## src/rsc_pkg.sv

```systemverilog
package rsc_pkg;

    // Core clock period and the least time that the internal reset is held.
    localparam int unsigned CLK_PERIOD_NS = 8;
    localparam int unsigned RESET_HOLD_NS = 1000;
    localparam int unsigned RESET_HOLD_CYC = (RESET_HOLD_NS + CLK_PERIOD_NS - 1) / CLK_PERIOD_NS;

    // Register offsets, byte addresses on the register bus.
    localparam logic [11:0] OFS_CAUSE = 12'h000;
    localparam logic [11:0] OFS_IRQ_STATUS = 12'h004;
    localparam logic [11:0] OFS_IRQ_CLEAR = 12'h008;
    localparam logic [11:0] OFS_IRQ_ENABLE = 12'h00C;
    localparam logic [11:0] OFS_REGION_BASE = 12'h010;
    localparam logic [11:0] OFS_REGION_LIMIT = 12'h014;
    localparam logic [11:0] OFS_CONTROL = 12'h018;
    localparam logic [11:0] OFS_START = 12'h01C;

    // Cause flag positions, shared by the cause and interrupt registers.
    localparam int unsigned BIT_LVD = 0;
    localparam int unsigned BIT_PARITY = 1;
    localparam int unsigned BIT_ACCESS = 2;
    localparam int unsigned BIT_WDT = 4;
    localparam int unsigned BIT_TRAP = 7;

    // Control fields and reset values.
    localparam int unsigned CTRL_GUARD_EN = 0;
    localparam int unsigned CTRL_PARITY_EN = 1;
    localparam logic [1:0] CTRL_RESET = 2'h2;
    localparam logic [7:0] IRQ_ENABLE_RESET = 8'h00;
    localparam logic [19:0] REGION_RESET = 20'h00000;
    localparam int unsigned START_RUN_BIT = 16;

    // Opcode that traps, and the two bytes of the reset vector.
    localparam logic [7:0] ILLEGAL_OPCODE = 8'hFF;
    localparam logic [19:0] VEC_LO_ADDR = 20'h00000;
    localparam logic [19:0] VEC_HI_ADDR = 20'h00001;

    // Synchroniser idle levels: pin high, detectors low.
    localparam logic [2:0] SYNC_IDLE = 3'h1;

    typedef enum logic [2:0] {
        ST_HOLD,
        ST_VEC_LO,
        ST_VEC_HI,
        ST_VEC_END,
        ST_RUN
    } rsc_state_type;

endpackage

```

## src/rsc_top.sv

```systemverilog
// The register offsets and the APB slave port are this design's own decisions.
`timescale 1ns/1ns
// Operation
// - A low level on the external reset pin holds the device in reset.
// - A watchdog runaway-loop report raises an internal reset.
// - Power-on or supply-voltage detector crossing raises an internal reset.
// - Fetching opcode FFH is illegal and raises an internal reset.
// - Reading a never-written RAM word is a parity error and raises reset.
// - Any access inside the guarded memory region raises an internal reset.
// - After release the start address comes from bytes 00000H and 00001H.
// - Execution resumes on the on-chip oscillator at the option-byte frequency.
// - A cause flag records a watchdog reset.
// - A cause flag records a low-voltage detector reset.
// - A cause flag records an illegal-instruction reset.
// - A cause flag records a RAM parity reset.
// - A cause flag records an illegal-access reset.
module rsc_top #(
    parameter int unsigned RAM_WORDS = 64,
    parameter int unsigned RAM_AW = 6,
    parameter int unsigned HOLD_CYCLES = rsc_pkg::RESET_HOLD_CYC,
    parameter int unsigned FREQ_W = 3
) (
    input wire logic CLK,
    input wire logic RSTN,
    input wire logic PSEL,
    input wire logic PENABLE,
    input wire logic PWRITE,
    input wire logic [11:0] PADDR,
    input wire logic [31:0] PWDATA,
    output logic [31:0] PRDATA,
    output logic PREADY,
    output logic PSLVERR,
    input wire logic RESET_PIN_N,
    input wire logic POR_DET,
    input wire logic LVD_DET,
    input wire logic WDT_LOOP,
    input wire logic OPCODE_FETCH,
    input wire logic [7:0] OPCODE,
    input wire logic RAM_WR,
    input wire logic RAM_RD,
    input wire logic [RAM_AW-1:0] RAM_ADDR,
    input wire logic MEM_ACCESS,
    input wire logic [19:0] MEM_ADDR,
    input wire logic [FREQ_W-1:0] OPT_FREQ,
    output logic VEC_RD,
    output logic [19:0] VEC_ADDR,
    input wire logic [7:0] VEC_DATA,
    output logic CORE_RESET_N,
    output logic START_VALID,
    output logic [15:0] START_ADDR,
    output logic HS_OSC_RUN,
    output logic [FREQ_W-1:0] OSC_FREQ_SEL,
    output logic IRQ
);
    import rsc_pkg::*;

    localparam int unsigned CNT_W = $clog2(HOLD_CYCLES + 1);

    // The parity map is indexed directly by the address, so it must be a full power of two.
    if (RAM_WORDS != (1 << RAM_AW)) begin : g_bad_ram
        $error("RAM_WORDS must equal two to the power RAM_AW.");
    end
    if (HOLD_CYCLES < 1) begin : g_bad_hold
        $error("HOLD_CYCLES must be at least one.");
    end
    if (FREQ_W < 1 || FREQ_W > 8) begin : g_bad_freq
        $error("FREQ_W must lie between one and eight.");
    end

    // Decode used by the error answer; the read answer decodes in its own case.
    function automatic logic reg_known(input logic [11:0] addr);
        reg_known = (addr == OFS_CAUSE) || (addr == OFS_IRQ_STATUS) ||
                    (addr == OFS_IRQ_CLEAR) || (addr == OFS_IRQ_ENABLE) ||
                    (addr == OFS_REGION_BASE) || (addr == OFS_REGION_LIMIT) ||
                    (addr == OFS_CONTROL) || (addr == OFS_START);
    endfunction

    logic [2:0] async_in;
    logic [2:0] meta_q;
    logic [2:0] mid_q;
    logic [2:0] late_q;
    logic [2:0] level_q;
    logic pin_low;
    logic por_on;
    logic lvd_on;
    logic trap_ev;
    logic parity_ev;
    logic access_ev;
    logic reset_req;
    logic clr_all;
    logic [7:0] set_vec;
    logic [7:0] cause_q;
    logic [7:0] irq_status_q;
    logic [7:0] irq_enable_q;
    logic [1:0] ctrl_q;
    logic [19:0] region_base_q;
    logic [19:0] region_limit_q;
    logic [RAM_WORDS-1:0] written_q;
    logic [CNT_W-1:0] hold_cnt_q;
    rsc_state_type state_q;
    logic [7:0] vec_lo_q;
    logic pready_q;
    logic pslverr_q;
    logic [31:0] prdata_q;
    logic [31:0] read_mux;
    logic setup;
    logic wr_done;
    logic rd_done;
    logic irq_q;

    // Pin and analog detector inputs arrive from outside the clock domain.
    assign async_in = {LVD_DET, POR_DET, RESET_PIN_N};

    // Four flops each; the level moves only once the second and third agree.
    for (genvar i = 0; i < 3; i++) begin : g_sync
        always_ff @(posedge CLK or negedge RSTN) begin
            if (!RSTN) begin
                meta_q[i] <= SYNC_IDLE[i];
                mid_q[i] <= SYNC_IDLE[i];
                late_q[i] <= SYNC_IDLE[i];
                level_q[i] <= SYNC_IDLE[i];
            end else begin
                meta_q[i] <= async_in[i];
                mid_q[i] <= meta_q[i];
                late_q[i] <= mid_q[i];
                if (mid_q[i] == late_q[i]) begin
                    level_q[i] <= late_q[i];
                end
            end
        end
    end

    assign pin_low = ~level_q[0];
    assign por_on = level_q[1];
    assign lvd_on = level_q[2];

    // Events from core logic on this clock need no synchroniser.
    assign trap_ev = OPCODE_FETCH && (OPCODE == ILLEGAL_OPCODE);
    assign parity_ev = ctrl_q[CTRL_PARITY_EN] && RAM_RD && !written_q[RAM_ADDR];
    assign access_ev = ctrl_q[CTRL_GUARD_EN] && MEM_ACCESS &&
                       (MEM_ADDR >= region_base_q) && (MEM_ADDR <= region_limit_q);

    // Every source folds into one request; the pin is level-held by the supervisor.
    assign reset_req = pin_low ||
                       WDT_LOOP ||
                       por_on || lvd_on ||
                       trap_ev || parity_ev || access_ev;

    // The pin and power-on start a fresh history, so they wipe the cause flags.
    assign clr_all = pin_low || por_on;

    // Map each internal source except power-on onto its cause bit.
    always_comb begin
        set_vec = 8'h00;
        set_vec[BIT_WDT] = WDT_LOOP;
        set_vec[BIT_LVD] = lvd_on;
        set_vec[BIT_TRAP] = trap_ev;
        set_vec[BIT_PARITY] = parity_ev;
        set_vec[BIT_ACCESS] = access_ev;
    end

    // Record each word that was ever written; power loss forgets all of them.
    for (genvar w = 0; w < RAM_WORDS; w++) begin : g_written
        always_ff @(posedge CLK or negedge RSTN) begin
            if (!RSTN) begin
                written_q[w] <= 1'b0;
            end else if (RAM_WR && (RAM_ADDR == RAM_AW'(w))) begin
                written_q[w] <= 1'b1;
            end else if (por_on) begin
                written_q[w] <= 1'b0;
            end
        end
    end

    // Bus phases; the answer is registered during setup so access needs no wait.
    assign setup = PSEL && !PENABLE;
    assign wr_done = PSEL && PENABLE && pready_q && PWRITE;
    assign rd_done = PSEL && PENABLE && pready_q && !PWRITE;

    // Read data selection; write-only and unmapped words read as zero.
    always_comb begin
        read_mux = 32'h00000000;
        unique case (PADDR)
            OFS_CAUSE: read_mux[7:0] = cause_q;
            OFS_IRQ_STATUS: read_mux[7:0] = irq_status_q;
            OFS_IRQ_ENABLE: read_mux[7:0] = irq_enable_q;
            OFS_REGION_BASE: read_mux[19:0] = region_base_q;
            OFS_REGION_LIMIT: read_mux[19:0] = region_limit_q;
            OFS_CONTROL: read_mux[1:0] = ctrl_q;
            OFS_START: read_mux[START_RUN_BIT:0] = {state_q == ST_RUN, START_ADDR};
            default: read_mux = 32'h00000000;
        endcase
    end

    // Bus answer flops: one ready cycle per transfer, error for unmapped words.
    always_ff @(posedge CLK or negedge RSTN) begin
        if (!RSTN) begin
            pready_q <= 1'b0;
            pslverr_q <= 1'b0;
            prdata_q <= 32'h00000000;
        end else begin
            pready_q <= setup;
            pslverr_q <= setup && !reg_known(PADDR);
            if (setup && !PWRITE) begin
                prdata_q <= read_mux;
            end else if (setup) begin
                prdata_q <= 32'h00000000;
            end
        end
    end

    // Cause flags live outside the internal reset so they outlast it.
    // A read clears only the bits it returned, so a flag raised between setup
    // and access is not lost; a new set always beats the clear.
    always_ff @(posedge CLK or negedge RSTN) begin
        if (!RSTN) begin
            cause_q <= 8'h00;
        end else begin
            cause_q <= (cause_q & ~(clr_all ? 8'hFF : 8'h00) &
                        ~((rd_done && PADDR == OFS_CAUSE) ? prdata_q[7:0] : 8'h00)) | set_vec;
        end
    end

    // Software-owned settings: guard region, check enables, interrupt mask.
    always_ff @(posedge CLK or negedge RSTN) begin
        if (!RSTN) begin
            ctrl_q <= CTRL_RESET;
            irq_enable_q <= IRQ_ENABLE_RESET;
            region_base_q <= REGION_RESET;
            region_limit_q <= REGION_RESET;
        end else if (wr_done) begin
            if (PADDR == OFS_CONTROL) begin
                ctrl_q <= PWDATA[1:0];
            end
            if (PADDR == OFS_IRQ_ENABLE) begin
                irq_enable_q <= PWDATA[7:0];
            end
            if (PADDR == OFS_REGION_BASE) begin
                region_base_q <= PWDATA[19:0];
            end
            if (PADDR == OFS_REGION_LIMIT) begin
                region_limit_q <= PWDATA[19:0];
            end
        end
    end

    // Sticky interrupt status; writing ones clears, and a same-cycle event wins.
    always_ff @(posedge CLK or negedge RSTN) begin
        if (!RSTN) begin
            irq_status_q <= 8'h00;
        end else begin
            irq_status_q <= (irq_status_q &
                             ~((wr_done && PADDR == OFS_IRQ_CLEAR) ? PWDATA[7:0] : 8'h00)) | set_vec;
        end
    end

    // Level interrupt, registered so the pin never glitches.
    always_ff @(posedge CLK or negedge RSTN) begin
        if (!RSTN) begin
            irq_q <= 1'b0;
        end else begin
            irq_q <= |(irq_status_q & irq_enable_q);
        end
    end

    // Reset sequence: hold, fetch the two vector bytes, then let the core run.
    // Any request, even mid-fetch, restarts the hold from zero.
    always_ff @(posedge CLK or negedge RSTN) begin
        if (!RSTN) begin
            state_q <= ST_HOLD;
            hold_cnt_q <= '0;
        end else if (reset_req) begin
            state_q <= ST_HOLD;
            hold_cnt_q <= '0;
        end else begin
            unique case (state_q)
                ST_HOLD: begin
                    if (hold_cnt_q == CNT_W'(HOLD_CYCLES - 1)) begin
                        state_q <= ST_VEC_LO;
                        hold_cnt_q <= '0;
                    end else begin
                        hold_cnt_q <= hold_cnt_q + 1'b1;
                    end
                end
                ST_VEC_LO: state_q <= ST_VEC_HI;
                ST_VEC_HI: state_q <= ST_VEC_END;
                ST_VEC_END: state_q <= ST_RUN;
                ST_RUN: state_q <= ST_RUN;
            endcase
        end
    end

    // Vector read port; the memory answers one cycle after it sees the address.
    always_ff @(posedge CLK or negedge RSTN) begin
        if (!RSTN) begin
            VEC_RD <= 1'b0;
            VEC_ADDR <= VEC_LO_ADDR;
        end else if (reset_req) begin
            VEC_RD <= 1'b0;
            VEC_ADDR <= VEC_LO_ADDR;
        end else if (state_q == ST_HOLD && hold_cnt_q == CNT_W'(HOLD_CYCLES - 1)) begin
            VEC_RD <= 1'b1;
            VEC_ADDR <= VEC_LO_ADDR;
        end else if (state_q == ST_VEC_LO) begin
            VEC_ADDR <= VEC_HI_ADDR;
        end else if (state_q == ST_VEC_HI) begin
            VEC_RD <= 1'b0;
        end
    end

    // Assemble the start address, low byte first, and release the core.
    always_ff @(posedge CLK or negedge RSTN) begin
        if (!RSTN) begin
            vec_lo_q <= 8'h00;
            START_ADDR <= 16'h0000;
            START_VALID <= 1'b0;
            CORE_RESET_N <= 1'b0;
        end else begin
            START_VALID <= 1'b0;
            if (reset_req) begin
                CORE_RESET_N <= 1'b0;
            end else if (state_q == ST_VEC_HI) begin
                vec_lo_q <= VEC_DATA;
            end else if (state_q == ST_VEC_END) begin
                START_ADDR <= {VEC_DATA, vec_lo_q};
                START_VALID <= 1'b1;
                CORE_RESET_N <= 1'b1;
            end
        end
    end

    // Clock for the core: the on-chip oscillator at the option-byte frequency.
    // The option byte is sampled once per release, so a change in run takes
    // effect only after the next reset.
    always_ff @(posedge CLK or negedge RSTN) begin
        if (!RSTN) begin
            HS_OSC_RUN <= 1'b0;
            OSC_FREQ_SEL <= '0;
        end else if (reset_req) begin
            HS_OSC_RUN <= 1'b0;
        end else if (state_q == ST_HOLD && hold_cnt_q == CNT_W'(HOLD_CYCLES - 1)) begin
            OSC_FREQ_SEL <= OPT_FREQ;
        end else if (state_q == ST_VEC_END) begin
            HS_OSC_RUN <= 1'b1;
        end
    end

    assign PREADY = pready_q;
    assign PSLVERR = pslverr_q;
    assign PRDATA = prdata_q;
    assign IRQ = irq_q;

endmodule

```

## config.mk

```make
export PLATFORM = sky130hd
export DESIGN_NAME = rsc_top
export DESIGN_NICKNAME = d
export VERILOG_FILES = /design/src/rsc_pkg.sv /design/src/rsc_top.sv
export SDC_FILE = /design/constraint.sdc
export NUM_CORES = 1
export LEC_CHECK = 0
export BUFFER_PORTS_ARGS = -buffer_cell sky130_fd_sc_hd__buf_2
export CORE_UTILIZATION = 40
export DETAILED_ROUTE_END_ITERATION = 12
export SLEW_MARGIN = 30
export SYNTH_ARGS = -nofsm -noshare
export SYNTH_HDL_FRONTEND = slang
export SYNTH_SLANG_ARGS = --single-unit
```

## constraint.sdc

```tcl
create_clock -name CLK -period 3.2 [get_ports CLK]
set_clock_uncertainty 0.1 [all_clocks]
set_input_delay 0.32 -clock CLK [delete_from_list [all_inputs] [get_ports CLK]]
set_output_delay 0.32 -clock CLK [all_outputs]
set_load 0.1 [all_outputs]
```

==> results.md <==
- Critical path buffers and inverters: 4
- Syn avg cell area: roughly 11 um2
- Largest net degree at the start of global routing: 77
- Hold path depth: 2
- Clk buf depth: 3
- Worst VDD drop: between 0.4 and 0.5 mV
- Initial Util: 0.411
- Power per cell area: a little under 500 nW/um2
- Clock slew at reported path FFs: about 60 ps
- Post-synthesis cell type count: 64
- Ys async rst share: 1.00
- Top_reg_cell synth: dfrtp_1
- LEAKAGE: 5.95 nW
- Nets@finish: 1292
- Power share of the clock group: 0.466
- Status: completed
- Share of layout cells above drive strength 1: 0.274
- DR DRC count: 0
- Comb pwr share: 0.098
- Slew headroom: 0.481
- Post-route ant nets: 0
- Share of the synthesized area in the top cell type: 0.486
- Area growth, synth to finish: 21.7%
- RR Endpoint: OSC_FREQ_SEL[2]$_DFFE_PN0P_
- Hold endpoint: region_base_q[2]$_DFFE_PN0P_
- Initial antenna violation count: 1
- GRT Util Overall: 0.201
- Number of global-route vias before repair: just under 8000
- Die H: about 160 um
- R2R Path Start: region_limit_q[10]$_DFFE_PN0P_
- Switching share of total power: 0.254
- Number of port buffers: 136
- IO Count: 180
- Most frequent CP cell: buf_4
- CP Capture Type: register
- Final Hold Violating Endpoints: 0
- Yosys warns: 0
- Clock latency on the worst-skew pair: approximately 520 ps
- Drt wl/cell: ~18 um
- Sequential share of power: 0.436
- HP Start: PWDATA[2]
- Sw Pwr: between 1.5 and 2 mW
- CTS tree: built
- Fmax: roughly 0.33 GHz
- Crit path DAT: ~3300 ps
- Site row count: 58
- Commonest non-fill, non-tap cell in the layout: dfrtp_1
- CTS buffer count: 24
- Slowest cell delay on critical path: around 420 ps
- Die X: 163 um
- Overall power: 6.11 mW
- Number of DRC markers after the initial detailed-route iteration: slightly above 600
- Worst Path Required: 3490 ps
- H-tree levels: 1
- R2R depth: 12
- Commonest non-fill, non-tap cells in the layout: dfrtp_1, buf_2, inv_1, nand2_1
- Root buffer cell: clkbuf_16
- Clock Sinks: 207
- Final Hold Slack: ~23 ps
- HPWL after DPL: between 15 and 20 mm
- Routability Congestion: 0.843
- Critical-path maximum fanout: 5
- Crit-path cells: inv_1, ha_1, buf_4, a21oi_1, nand2_1, a221o_1, a2111o_1, a211oi_2, buf_4, nor4_2, buf_4, mux2_2
- Hold WC Path Type: primary input to register
- Seq/Total Area, Yosys: 0.498
- FF-to-FF setup slack: 160 ps
- Final wirelength: between 20 and 30 mm
- Setup Total Neg Slack: 0 ps
- CP Launch Type: register
- RSZ-0062 raised after global routing: false
- Core Box Area: 25300 um2
- Vias per cell: 5.13
- Crit path max-delay family: compound AO/OA/AOI/OAI gates
- Critical path's slowest cell: a2111o_1
- CP Class: register to register
- Fin crit period: 3040 ps
- Cell taking the most area after synthesis: dfrtp_1
- DRT Pass-1 Iters: 5
- Int Power: around 4.6 mW
- Die footprint: 26700 um2
- Global-route wire length before repair: 41.8 mm
- FF+latch count, synth: between 200 and 250
- Top post-synthesis cells by area: dfrtp_1, mux2_2, ha_1
- Slew Viols, Final: 0
- Number of flops mapped to enable cells by yosys: 0
- Final setup vio count: 0
- Post-Syn Area: approximately 10000 um2
- Max_cap viols: 0
- Measured slew at the worst slew-check pin: around 770 ps
- Fin crit share: 0.949
- Gr ovfl total: 0
- Detailed-route via count: 7680
- Cells after synthesis: 961
-- worst reg2reg max path: stages, from the launching register on --
cell and delay [ps]:
dfrtp_1 370, inv_1 50, ha_1 280, buf_4 140, a21oi_1 110, nand2_1 70
a221o_1 340, a2111o_1 420, a211oi_2 330, buf_4 230, nor4_2 60, buf_4 150
mux2_2 260
-- sequential cells by signal, summed over array words and instances, names as in the netlist, 7 cells and up --
signal          flops
written_q          64
irq_status_q        8
hold_cnt_q          7
PRDATA             20
cause_q             8
irq_enable_q        8
region_base_q      20
START_ADDR         16
vec_lo_q            8
region_limit_q     20
-- metal layers --
metal	routed length (um)	vias up	global-route usage
met5	0	-	0
met4	652	0	0.0599
met3	981	43	0.0292
met2	13100	163	0.348
met1	11600	3766	0.260
li1	-	3708	-
-- cell type report --
type / count / area [um2]
well taps: 330 / 413
multi-input cells: 601 / 4500
clock buffers: 32 / 681
inverters: 111 / 417
repair buffers: 203 / 1310
clock inverters: 12 / 150
fillers: 2346 / 12700
diodes: 1 / 2.50
flip-flops and latches: 207 / 5190
-- synthesized netlist by cell type (5+ instances only) --
library cell  number
nand3_1           21
a22o_1             9
dfrtp_1          202
nand4_1           10
nor2b_1           11
a21oi_1           30
buf_2              8
nor2_1            39
a21o_1            10
buf_4             32
mux4_2            10
nor3_1            13
o22ai_1           70
mux2_2            70
dfstp_2            5
ha_1              42
a22oi_1            7
mux2i_1           44
nand2b_1           6
o21ai_0           26
mux2_4             9
a31o_2             5
nand2_1           78
clkbuf_1          27
inv_1            111
-- per-stage QoR --
stage,setup WS (ps),cells,util,area (um2)
global route,22.1,1497,0.500,12700
global placement,-66.5,1418,0.453,11500
floorplan,258,991,-,10500
finish,162,1497,0.500,12700
detailed placement,-107,1418,0.453,11500
CTS,138,1495,0.499,12600
-- power by group through the flow --
stage               clock network (mW)  logic [mW]  registers (mW)
CTS                               2.91       0.605            2.66
global placement                     0       0.569            2.71
floorplan                            0       0.386            2.72
global route                      3.02       0.654            2.67
finish                            2.85       0.600            2.66
detailed placement                   0       0.572            2.71
-- cells by family after synthesis --
family                     Yosys count  synth area share
other                                1          0.000360
AOI/OAI and AO/OA                  189             0.120
buffers and inverters              183            0.0800
xor gates and xnor gates             1          0.000842
muxes                              133             0.153
and+or+nand+nor                    202            0.0941
DFF                                207             0.498
adders and majority gates           45            0.0534
-- worst max path at each step --
stage | start | end | cells past startpoint
finish | region_limit_q[10]$_DFFE_PN0P_ | OSC_FREQ_SEL[2]$_DFFE_PN0P_ | 12
global route | region_limit_q[10]$_DFFE_PN0P_ | OSC_FREQ_SEL[2]$_DFFE_PN0P_ | 12
CTS | region_limit_q[10]$_DFFE_PN0P_ | vec_lo_q[5]$_DFFE_PN0P_ | 10
detailed placement | MEM_ADDR[7] | START_ADDR[10]$_DFFE_PN0P_ | 9
floorplan | region_limit_q[10]$_DFFE_PN0P_ | START_ADDR[15]$_DFFE_PN0P_ | 9
global placement | RAM_ADDR[1] | START_ADDR[13]$_DFFE_PN0P_ | 9
-- repair_timing --
| item | in CTS | in global routing |
|---|---|---|
| endpoints found under the setup margin | 7 | 16 |
| resized for setup | 0 | 1 |
| pin swaps | 1 | 1 |
| hold buffers | 32 | 0 |
| endpoints found under the hold margin | 133 | 0 |
| buffers inserted | 1 | 1 |
No activity file was read; power rests on OpenSTA's default activity.
